## src/idx_decode_cfg.svh

```systemverilog
// Overview of operation
// - Operand at or below 5Fh offsets pointer
// - Indexing only when access bit zero
// - Decode 0010 01d0 as indexed add
// - Destination bit picks working register or byte
// - Decode 1000 bbb0 as indexed bit set
// - Decode 0110 1000 as fill with FFh
// - Extension active only when fuse is one
`ifndef IDX_DECODE_CFG_SVH
`define IDX_DECODE_CFG_SVH
// ------------------------------------------------------------
// Opcode fields and limits
// ------------------------------------------------------------
`define OFFSET_LIMIT 8'h5F
`define OP_ADD_HI 6'h09
`define OP_BIT_HI 4'h8
`define OP_FILL_HI 8'h68
`define FILL_VALUE 8'hFF
`define ACC_BIT 8
`define DST_BIT 9
`define ACCESS_SFR_BASE 12'hF00
`endif

```

## src/idx_decode_pkg.sv

```systemverilog
package idx_decode_pkg;
    // Request from the fetch stage
    typedef struct packed
    {
        logic valid;
        logic [15:0] word;
    } instr_t;
    // Write issued to the data memory
    typedef struct packed
    {
        logic en;
        logic [11:0] addr;
        logic [7:0] data;
    } mem_wr_t;
    // Arithmetic flags: negative, overflow, zero, digit carry, carry
    typedef struct packed
    {
        logic n;
        logic ov;
        logic z;
        logic dc;
        logic c;
    } flags_t;
    // Decoded operation kinds
    typedef enum logic [3:0]
    {
        OP_NONE = 4'h1,
        OP_ADD = 4'h2,
        OP_BIT = 4'h4,
        OP_FILL = 4'h8
    } op_t;
endpackage

```

## src/idx_alu.sv

```systemverilog
`timescale 1ns/10ps
`include "idx_decode_cfg.svh"
// Byte adder with the full flag set
module idx_alu
(
    // Operands
    input wire logic [7:0] a,
    input wire logic [7:0] b,
    // Result
    output logic [7:0] sum,
    output idx_decode_pkg::flags_t flags
);
    import idx_decode_pkg::*;
    logic [8:0] wide; // Sum with carry out
    logic [4:0] low; // Low nibble sum for digit carry
    // ------------------------------------------------------------
    // Sum and flags
    // ------------------------------------------------------------
    always_comb
    begin
        wide = {1'b0, a} + {1'b0, b};
        low = {1'b0, a[3:0]} + {1'b0, b[3:0]};
        sum = wide[7:0];
        flags.c = wide[8];
        flags.dc = low[4];
        flags.z = (wide[7:0] == 8'h00);
        flags.n = wide[7];
        // Signed overflow: like-signed inputs giving opposite sign
        flags.ov = (a[7] == b[7]) && (wide[7] != a[7]);
    end
endmodule

```

## src/indexed_offset_decode.sv

```systemverilog
`timescale 1ns/10ps
`include "idx_decode_cfg.svh"
// Indexed literal offset executor: one instruction per enabled cycle
module indexed_offset_decode
(
    // Clock and reset
    input wire logic SYS_CLK,
    input wire logic RESET,
    input wire logic INSTR_CLK_EN,
    // Configuration fuse level, quasi static
    input wire logic EXTENSION_ENABLE_FUSE,
    // Instruction and core state
    input idx_decode_pkg::instr_t INSTR,
    input wire logic [11:0] THIRD_INDIRECT_POINTER,
    input wire logic [3:0] BANK_SELECT_REGISTER,
    input wire logic [7:0] WREG_IN,
    // Data memory read port, asynchronous read
    output logic [11:0] RD_ADDR,
    input wire logic [7:0] RD_DATA,
    // Results
    output idx_decode_pkg::mem_wr_t MEM_WR,
    output logic WREG_WE,
    output logic [7:0] WREG_OUT,
    output logic FLAGS_WE,
    output idx_decode_pkg::flags_t FLAGS_OUT,
    output logic HANDLED
);
    import idx_decode_pkg::*;

    // ------------------------------------------------------------
    // Fuse capture
    // ------------------------------------------------------------
    logic fuse_s1_q; // First stage, read only by the second
    logic fuse_q; // Synchronised fuse level
    always_ff @(posedge SYS_CLK or posedge RESET)
    begin
        if (RESET)
        begin
            fuse_s1_q <= 1'b0;
            fuse_q <= 1'b0;
        end
        else
        begin
            fuse_s1_q <= EXTENSION_ENABLE_FUSE;
            fuse_q <= fuse_s1_q;
        end
    end

    // ------------------------------------------------------------
    // Decode
    // ------------------------------------------------------------
    op_t op; // Operation for this word
    logic indexed; // Operand taken as pointer offset
    logic [7:0] fld; // Low byte of opcode
    logic [11:0] ea; // Effective data address
    // Effective address for an operand
    function automatic logic [11:0] eff_addr(input logic ext, input logic acc,
        input logic [7:0] f, input logic [11:0] ptr, input logic [3:0] bank_select_register);
        if (!acc && ext && f <= `OFFSET_LIMIT)
            return ptr + {4'h0, f};
        else if (acc)
            return {bank_select_register, f};
        else if (f <= `OFFSET_LIMIT)
            return {4'h0, f};
        else
            return `ACCESS_SFR_BASE | {4'h0, f};
    endfunction
    always_comb
    begin
        fld = INSTR.word[7:0];
        op = OP_NONE;
        // Extension off: nothing here executes
        // fuse gate
        if (INSTR.valid && fuse_q)
        begin
            if (INSTR.word[15:10] == `OP_ADD_HI && !INSTR.word[`ACC_BIT])
                op = OP_ADD;
            else if (INSTR.word[15:12] == `OP_BIT_HI && !INSTR.word[`ACC_BIT])
                op = OP_BIT;
            else if (INSTR.word[15:8] == `OP_FILL_HI)
                op = OP_FILL;
            else
                op = OP_NONE;
        end
        indexed = (op != OP_NONE) && (fld <= `OFFSET_LIMIT);
        ea = eff_addr(fuse_q, INSTR.word[`ACC_BIT], fld, THIRD_INDIRECT_POINTER,
            BANK_SELECT_REGISTER);
    end
    // Above 5Fh the operand stays literal; the core handles those forms
    assign RD_ADDR = ea;
    assign HANDLED = indexed && INSTR_CLK_EN;

    // ------------------------------------------------------------
    // Process
    // ------------------------------------------------------------
    logic [7:0] sum;
    flags_t fl;
    idx_alu u_alu
    (
        .a(WREG_IN),
        .b(RD_DATA),
        .sum(sum),
        .flags(fl)
    );
    logic [7:0] bit_mask; // One-hot mask for the bit set
    assign bit_mask = 8'h01 << INSTR.word[11:9];

    // ------------------------------------------------------------
    // Write back, one cycle per instruction
    // ------------------------------------------------------------
    // single cycle
    always_ff @(posedge SYS_CLK or posedge RESET)
    begin
        if (RESET)
        begin
            MEM_WR <= '0;
            WREG_WE <= 1'b0;
            WREG_OUT <= 8'h00;
            FLAGS_WE <= 1'b0;
            FLAGS_OUT <= '0;
        end
        else
        begin
            MEM_WR.en <= 1'b0;
            WREG_WE <= 1'b0;
            FLAGS_WE <= 1'b0;
            if (indexed && INSTR_CLK_EN)
            begin
                MEM_WR.addr <= ea;
                case (op)
                    OP_ADD:
                    begin
                        MEM_WR.en <= INSTR.word[`DST_BIT];
                        MEM_WR.data <= sum;
                        WREG_WE <= !INSTR.word[`DST_BIT];
                        WREG_OUT <= sum;
                        FLAGS_WE <= 1'b1;
                        FLAGS_OUT <= fl;
                    end
                    OP_BIT:
                    begin
                        MEM_WR.en <= 1'b1;
                        MEM_WR.data <= RD_DATA | bit_mask;
                    end
                    OP_FILL:
                    begin
                        MEM_WR.en <= 1'b1;
                        MEM_WR.data <= `FILL_VALUE;
                    end
                    default:
                    begin
                        MEM_WR.en <= 1'b0;
                    end
                endcase
            end
        end
    end
endmodule

```

## config.mk

```make
export PLATFORM = sky130hd
export DESIGN_NAME = indexed_offset_decode
export DESIGN_NICKNAME = d
export VERILOG_FILES = /design/src/idx_decode_pkg.sv /design/src/idx_alu.sv /design/src/indexed_offset_decode.sv
export VERILOG_INCLUDE_DIRS = /design/src
export SDC_FILE = /design/constraint.sdc
export NUM_CORES = 1
export LEC_CHECK = 0
export BUFFER_PORTS_ARGS = -buffer_cell sky130_fd_sc_hd__buf_4
export CORE_ASPECT_RATIO = 1.25
export CORE_MARGIN = 2
export CORE_UTILIZATION = 42
export CTS_BUF_LIST = sky130_fd_sc_hd__clkbuf_8
export CTS_CLUSTER_SIZE = 30
export DETAILED_ROUTE_END_ITERATION = 12
export PLACE_DENSITY = 0.75
export SYNTH_ARGS = -nofsm -noshare
export SYNTH_HDL_FRONTEND = slang
export SYNTH_HIERARCHICAL = 1
export SYNTH_SLANG_ARGS = --single-unit
```

## constraint.sdc

```tcl
create_clock -name SYS_CLK -period 2.9 [get_ports SYS_CLK]
set_input_delay 0.58 -clock SYS_CLK [delete_from_list [all_inputs] [get_ports SYS_CLK]]
set_output_delay 0.58 -clock SYS_CLK [all_outputs]
set_load 0.05 [all_outputs]
```

# Word-level counts from Yosys, hierarchy flattened
# Index checks and enable logic that the tools add are counted.
# totals
wordCells	57
output_inout_bits	49
reg_bits	38
input_bits	53
# op_classes
n_mux	14
order_cmp	1
shifts	1
n_bitwise	1
n_eq_ne	9
reduce_logical	15
n_addsub	3
# op_table
operator	n
$mux 12	3
$pmux 8 s3	1
$mux 21	1
$mux 4	4
$add 12x8->12	1
$add 8x8->9	1
$eq 4x4->1 const B	2
$eq 8x7->1 const B	1
$le 8x7->1 const B	1
$logic_and 1x1->1	8
$logic_not 8->1	1
$or 8x8->8	1
$shl 1x3->8 const A	1
$eq 6x4->1 const B	1
$add 4x4->5	1
$eq 4x2->1 const B	1
$eq 4x3->1 const B	1
$mux 1	4
$ne 4x1->1 const B	1
$reduce_and 2->1	2
$reduce_bool 3->1	1
$logic_not 1->1	2
$pmux 1 s2	1
$reduce_or 2->1	1
2 further kinds	2

# Depth between registers and ports, before layout
# logic_depth
depth_word	9
ltp_mapped	9
mapped_depth_nobuf	9

# Hierarchy
# The synthesis kept the hierarchy.
# modules_own_cells
module	area_per_inst_um2	instances	cells_each
indexed_offset_decode	2376.0	1	225
idx_alu	414.1	1	53

# Least setup slack after synthesis
# Ideal clock, no wire load.
# synth_path
kind	input port to output port
startpoint	input port INSTR[0] (netlist name)
endpoint	output port RD_ADDR[6]
cell_stages	6
arrival_time_ns	2.926
path_slack_ns	-0.606
path_cell_list	ha_1 > fa_1 > a21o_1 > a221oi_1 > xor2_1 > o21ai_0
# synth_between
elab_chain_len	3
word_cells_on_any_way	4
cone_classes	add/sub (1); order compare (1); mux (1); reduce/logical (1)
# synth_rtl
element	line	source
from (decl)	indexed_offset_decode.sv:13	input idx_decode_pkg::instr_t INSTR,
parallel branches: the longest is 2 deep, another holds $add 12x8->12	--	
$mux 12 *	indexed_offset_decode.sv:59	if (!acc && ext && f <= `OFFSET_LIMIT)
to (decl)	indexed_offset_decode.sv:18	output logic [11:0] RD_ADDR,
# Every way passes the cells marked *.

# Final worst setup path
# layout_path
startpoint	input port INSTR[0] (netlist name)
endpoint	output port RD_ADDR[10]
# layout_between
elab_chain_len	4
word_cells_on_any_way	6
cone_classes	add/sub (1); order compare (1); mux (3); reduce/logical (1)
# layout_rtl
element	line	source
$le 8x7->1 (no source line)	--	
$mux 12	indexed_offset_decode.sv:63	else if (f <= `OFFSET_LIMIT)
$mux 12	indexed_offset_decode.sv:61	else if (acc)
$mux 12 *	indexed_offset_decode.sv:59	
# Every way passes the cells marked *; elsewhere a longest branch is shown, timed or not.

==> results.cfg <==
[clocking]
numCtsBuffers = 5
htree_levels = 2
cts_tree = built
clk_latency_ns = 0.28
clock_path_buffers = 2
clk_pin_slew_ns = 0.08
root_buffer = clkbuf_8
cts_sinks = 38
cts_hold_buf = 0

[die]
die-width_microns = 76.90
core_area_sq_mm = 0.006482
initial_utilization_pct = 43.04
dieArea_sq_mm = 0.007315
io_pins = 102
core.rowCount = 33
chipHeight_microns = 95.13

[layout]
fillCellCount = 549
post-route-util_pct = 62.56
drive_gt1_share_pct = 47.16
layout_common_cells = buf_4, dfrtp_1, o21ai_0
syn2layout_area_growth_pct = 45.34
fin_nets = 475
final_common_cell = buf_4
antennaDiodeCount = 0

[setup_path]
crit_top_cell = buf_4
critical_path_required_ns = 2.32
cp-start-kind = input port
worstPathCellList = buf_6, ha_4, fa_2, a21o_1, buf_4, a22oi_2, nand4b_1, o211ai_1, buf_4
endpoint_kind = output pin
slowest_delay_ns = 0.36
worst-setup-path-type = input port to output pin
crit_path_top_delay_cell = fa_2
cp.arrival_ns = 2.30
worstPathMaxFanout = 2

[synth]
synthArstFlopShare_pct = 100.0
ys_types = 59
ys_ff_latch = 38
yosys_warnings = 6
synthCells = 278
synth-seq-area-share_pct = 34.08
synth_top_cell_area_share_pct = 34.08
synth_area_leaders = dfrtp_1, mux2_2, ha_1, mux2_4, o21ai_0
yosysTopAreaCell = dfrtp_1
synth-edff-count = 0
avgSynthCellArea_sq_um = 10.04
syn_area_sq_mm = 0.002790
syn-num-nets = 349
dominantRegCellSynth = dfrtp_1

[drt]
ant_nets = 0
finalWirelength_microns = 7786
wl_per_cell_microns = 15.83
first_pass_iters = 4
avgViaCountPerCell = 5.472
drtIter0Drc = 71
vias = 2692
drcViolationCount = 0

[global_routing]
grt_usage_pct = 20.73
grt_pass1_wl_microns = 12240
grt_max_degree = 39
overflow = 0
first_global_vias = 2605
antenna_found_initial = 0

[pwr]
p_per_area_mw_per_mm2 = 384.4
worst_ir_drop_vdd_mv = 0.1677
p_leak_nw = 2.099

[sta]
totalNegativeSetupSlack_ns = 0
clock_skew_ns = 0.008050
setup_viol = 0
rsz0062_at_grt = true
final-hold-violation-count = 0
tightest_slew_ns = 0.6508
fin_crit_sh_pct = 99.39
max-slew-margin-rel_pct = 56.42
period_minus_slack_ns = 2.882
max_freq_mhz = 346.9
setup_ws_ns = 0.01758
drv_slew = 0

[placed_design]
dp_hpwl_microns = 5807
dp_slack_ns = -0.1513
place.gp.congestion = 0.9457
numPortBuffers = 101

[run_status]
status = complete, no violations

[min_path]
hold_path.class = flop to flop

[flow_run]
drv_cap = 0
per-layer routing:
layer / vias up / GRT usage (%) / part of all wire [%]
li1: 1303 / - / -
met1: 1273 / 25.00 / 41
met2: 110 / 37.57 / 51
met3: 6 / 3.977 / 6.3
met4: 0 / 6.212 / 0.80
met5: - / 0 / 0
cell type report:
class | instances | area (sq um) | area share (%)
multi-input combinational | 218 | 1876 | 46.25
timing repair buffer | 127 | 975.9 | 24.07
sequential | 38 | 950.9 | 23.45
tap | 87 | 108.9 | 2.684
clock buffer | 6 | 82.58 | 2.036
inverter | 14 | 52.55 | 1.296
clock inverter | 2 | 8.758 | 0.2160
power by group:
part | internal, W | total [W] | leakage [nW] | switching (W)
Sequential | 0.000549 | 0.000560 | 0.523 | 0.0000115
Clock | 0.000188 | 0.000374 | 0.0524 | 0.000185
Combinational | 0.000276 | 0.000625 | 1.52 | 0.000348
what timing repair did:
item	in CTS	in global routing
cloned	0	0
resized for setup	10	17
pin swaps	1	10
setup buffers	0	5
endpoints found under the hold margin	0	0
setup endpoints to repair	6	6
worst max-delay path, delay by kind of cell:
| family | cells | cell delay [ns] |
|---|---|---|
| compound gates | 3 | 0.58 |
| fa+ha+maj | 2 | 0.52 |
| buf+inv | 3 | 0.49 |
| simple gates | 1 | 0.14 |
cell families after synthesis:
logic type | Yosys count | synth area share, %
adders and majority gates | 18 | 8.610
muxes | 31 | 14.26
xor gates and xnor gates | 9 | 2.825
and+or+nand+nor | 74 | 15.29
AOI/OAI and AO/OA | 86 | 20.99
buffers and inverters | 22 | 3.946
DFF | 38 | 34.08
state kept, by name, indices dropped and copies added, names as in the netlist:
signal and flops:
FLAGS_WE 1, fuse_s1_q 1, WREG_OUT 8, MEM_WR 21, WREG_WE 1, fuse_q 1, FLAGS_OUT 5
metrics by stage:
step           power (W)  cell area, sq um  instances  hold WS (ns)
2_1_floorplan  0.0009310              2810        278        0.3312
3_3_place_gp    0.001132              3785        480        0.3346
3_5_place_dp    0.001141              3785        480        0.3365
4_1_cts         0.001532              3928        488        0.3547
5_1_grt         0.001646              4055        492        0.3654
6_report        0.001559              4055        492        0.3550
final timing paths:
path / from / end / slack [ns] / cells past startpoint
setup / recovery: INSTR[0] / RD_ADDR[10] / 0.02 / 9
hold / removal: fuse_s1_q / fuse_q / 0.36 / 0
setup reg to reg: fuse_q / FLAGS_OUT[4] / 1.04 / 4
hold reg to reg: fuse_s1_q / fuse_q / 0.36 / 0
max in group asynchronous: RESET / WREG_WE / 2.15 / 3
min in group asynchronous: RESET / MEM_WR[8] / 0.41 / 3
synthesized netlist by cell type, drive strengths merged, types with 2 or more instances:
library cell	number
a211o	2
a211oi	2
a21o	7
a21oi	8
a22o	7
a22oi	2
a31oi	5
and3	4
buf	5
clkbuf	3
dfrtp	38
fa	2
ha	16
inv	14
mux2	31
nand2	17
nand2b	3
nand3	5
nand4	2
nor2	8
nor2b	8
nor3	11
nor3b	4
nor4	2
nor4b	2
o211ai	3
o21a	5
o21ai	26
o21bai	3
o22ai	2
o31a	2
o31ai	2
or2	3
xnor2	6
xor2	3
No activity file was read; power rests on OpenSTA's default activity.
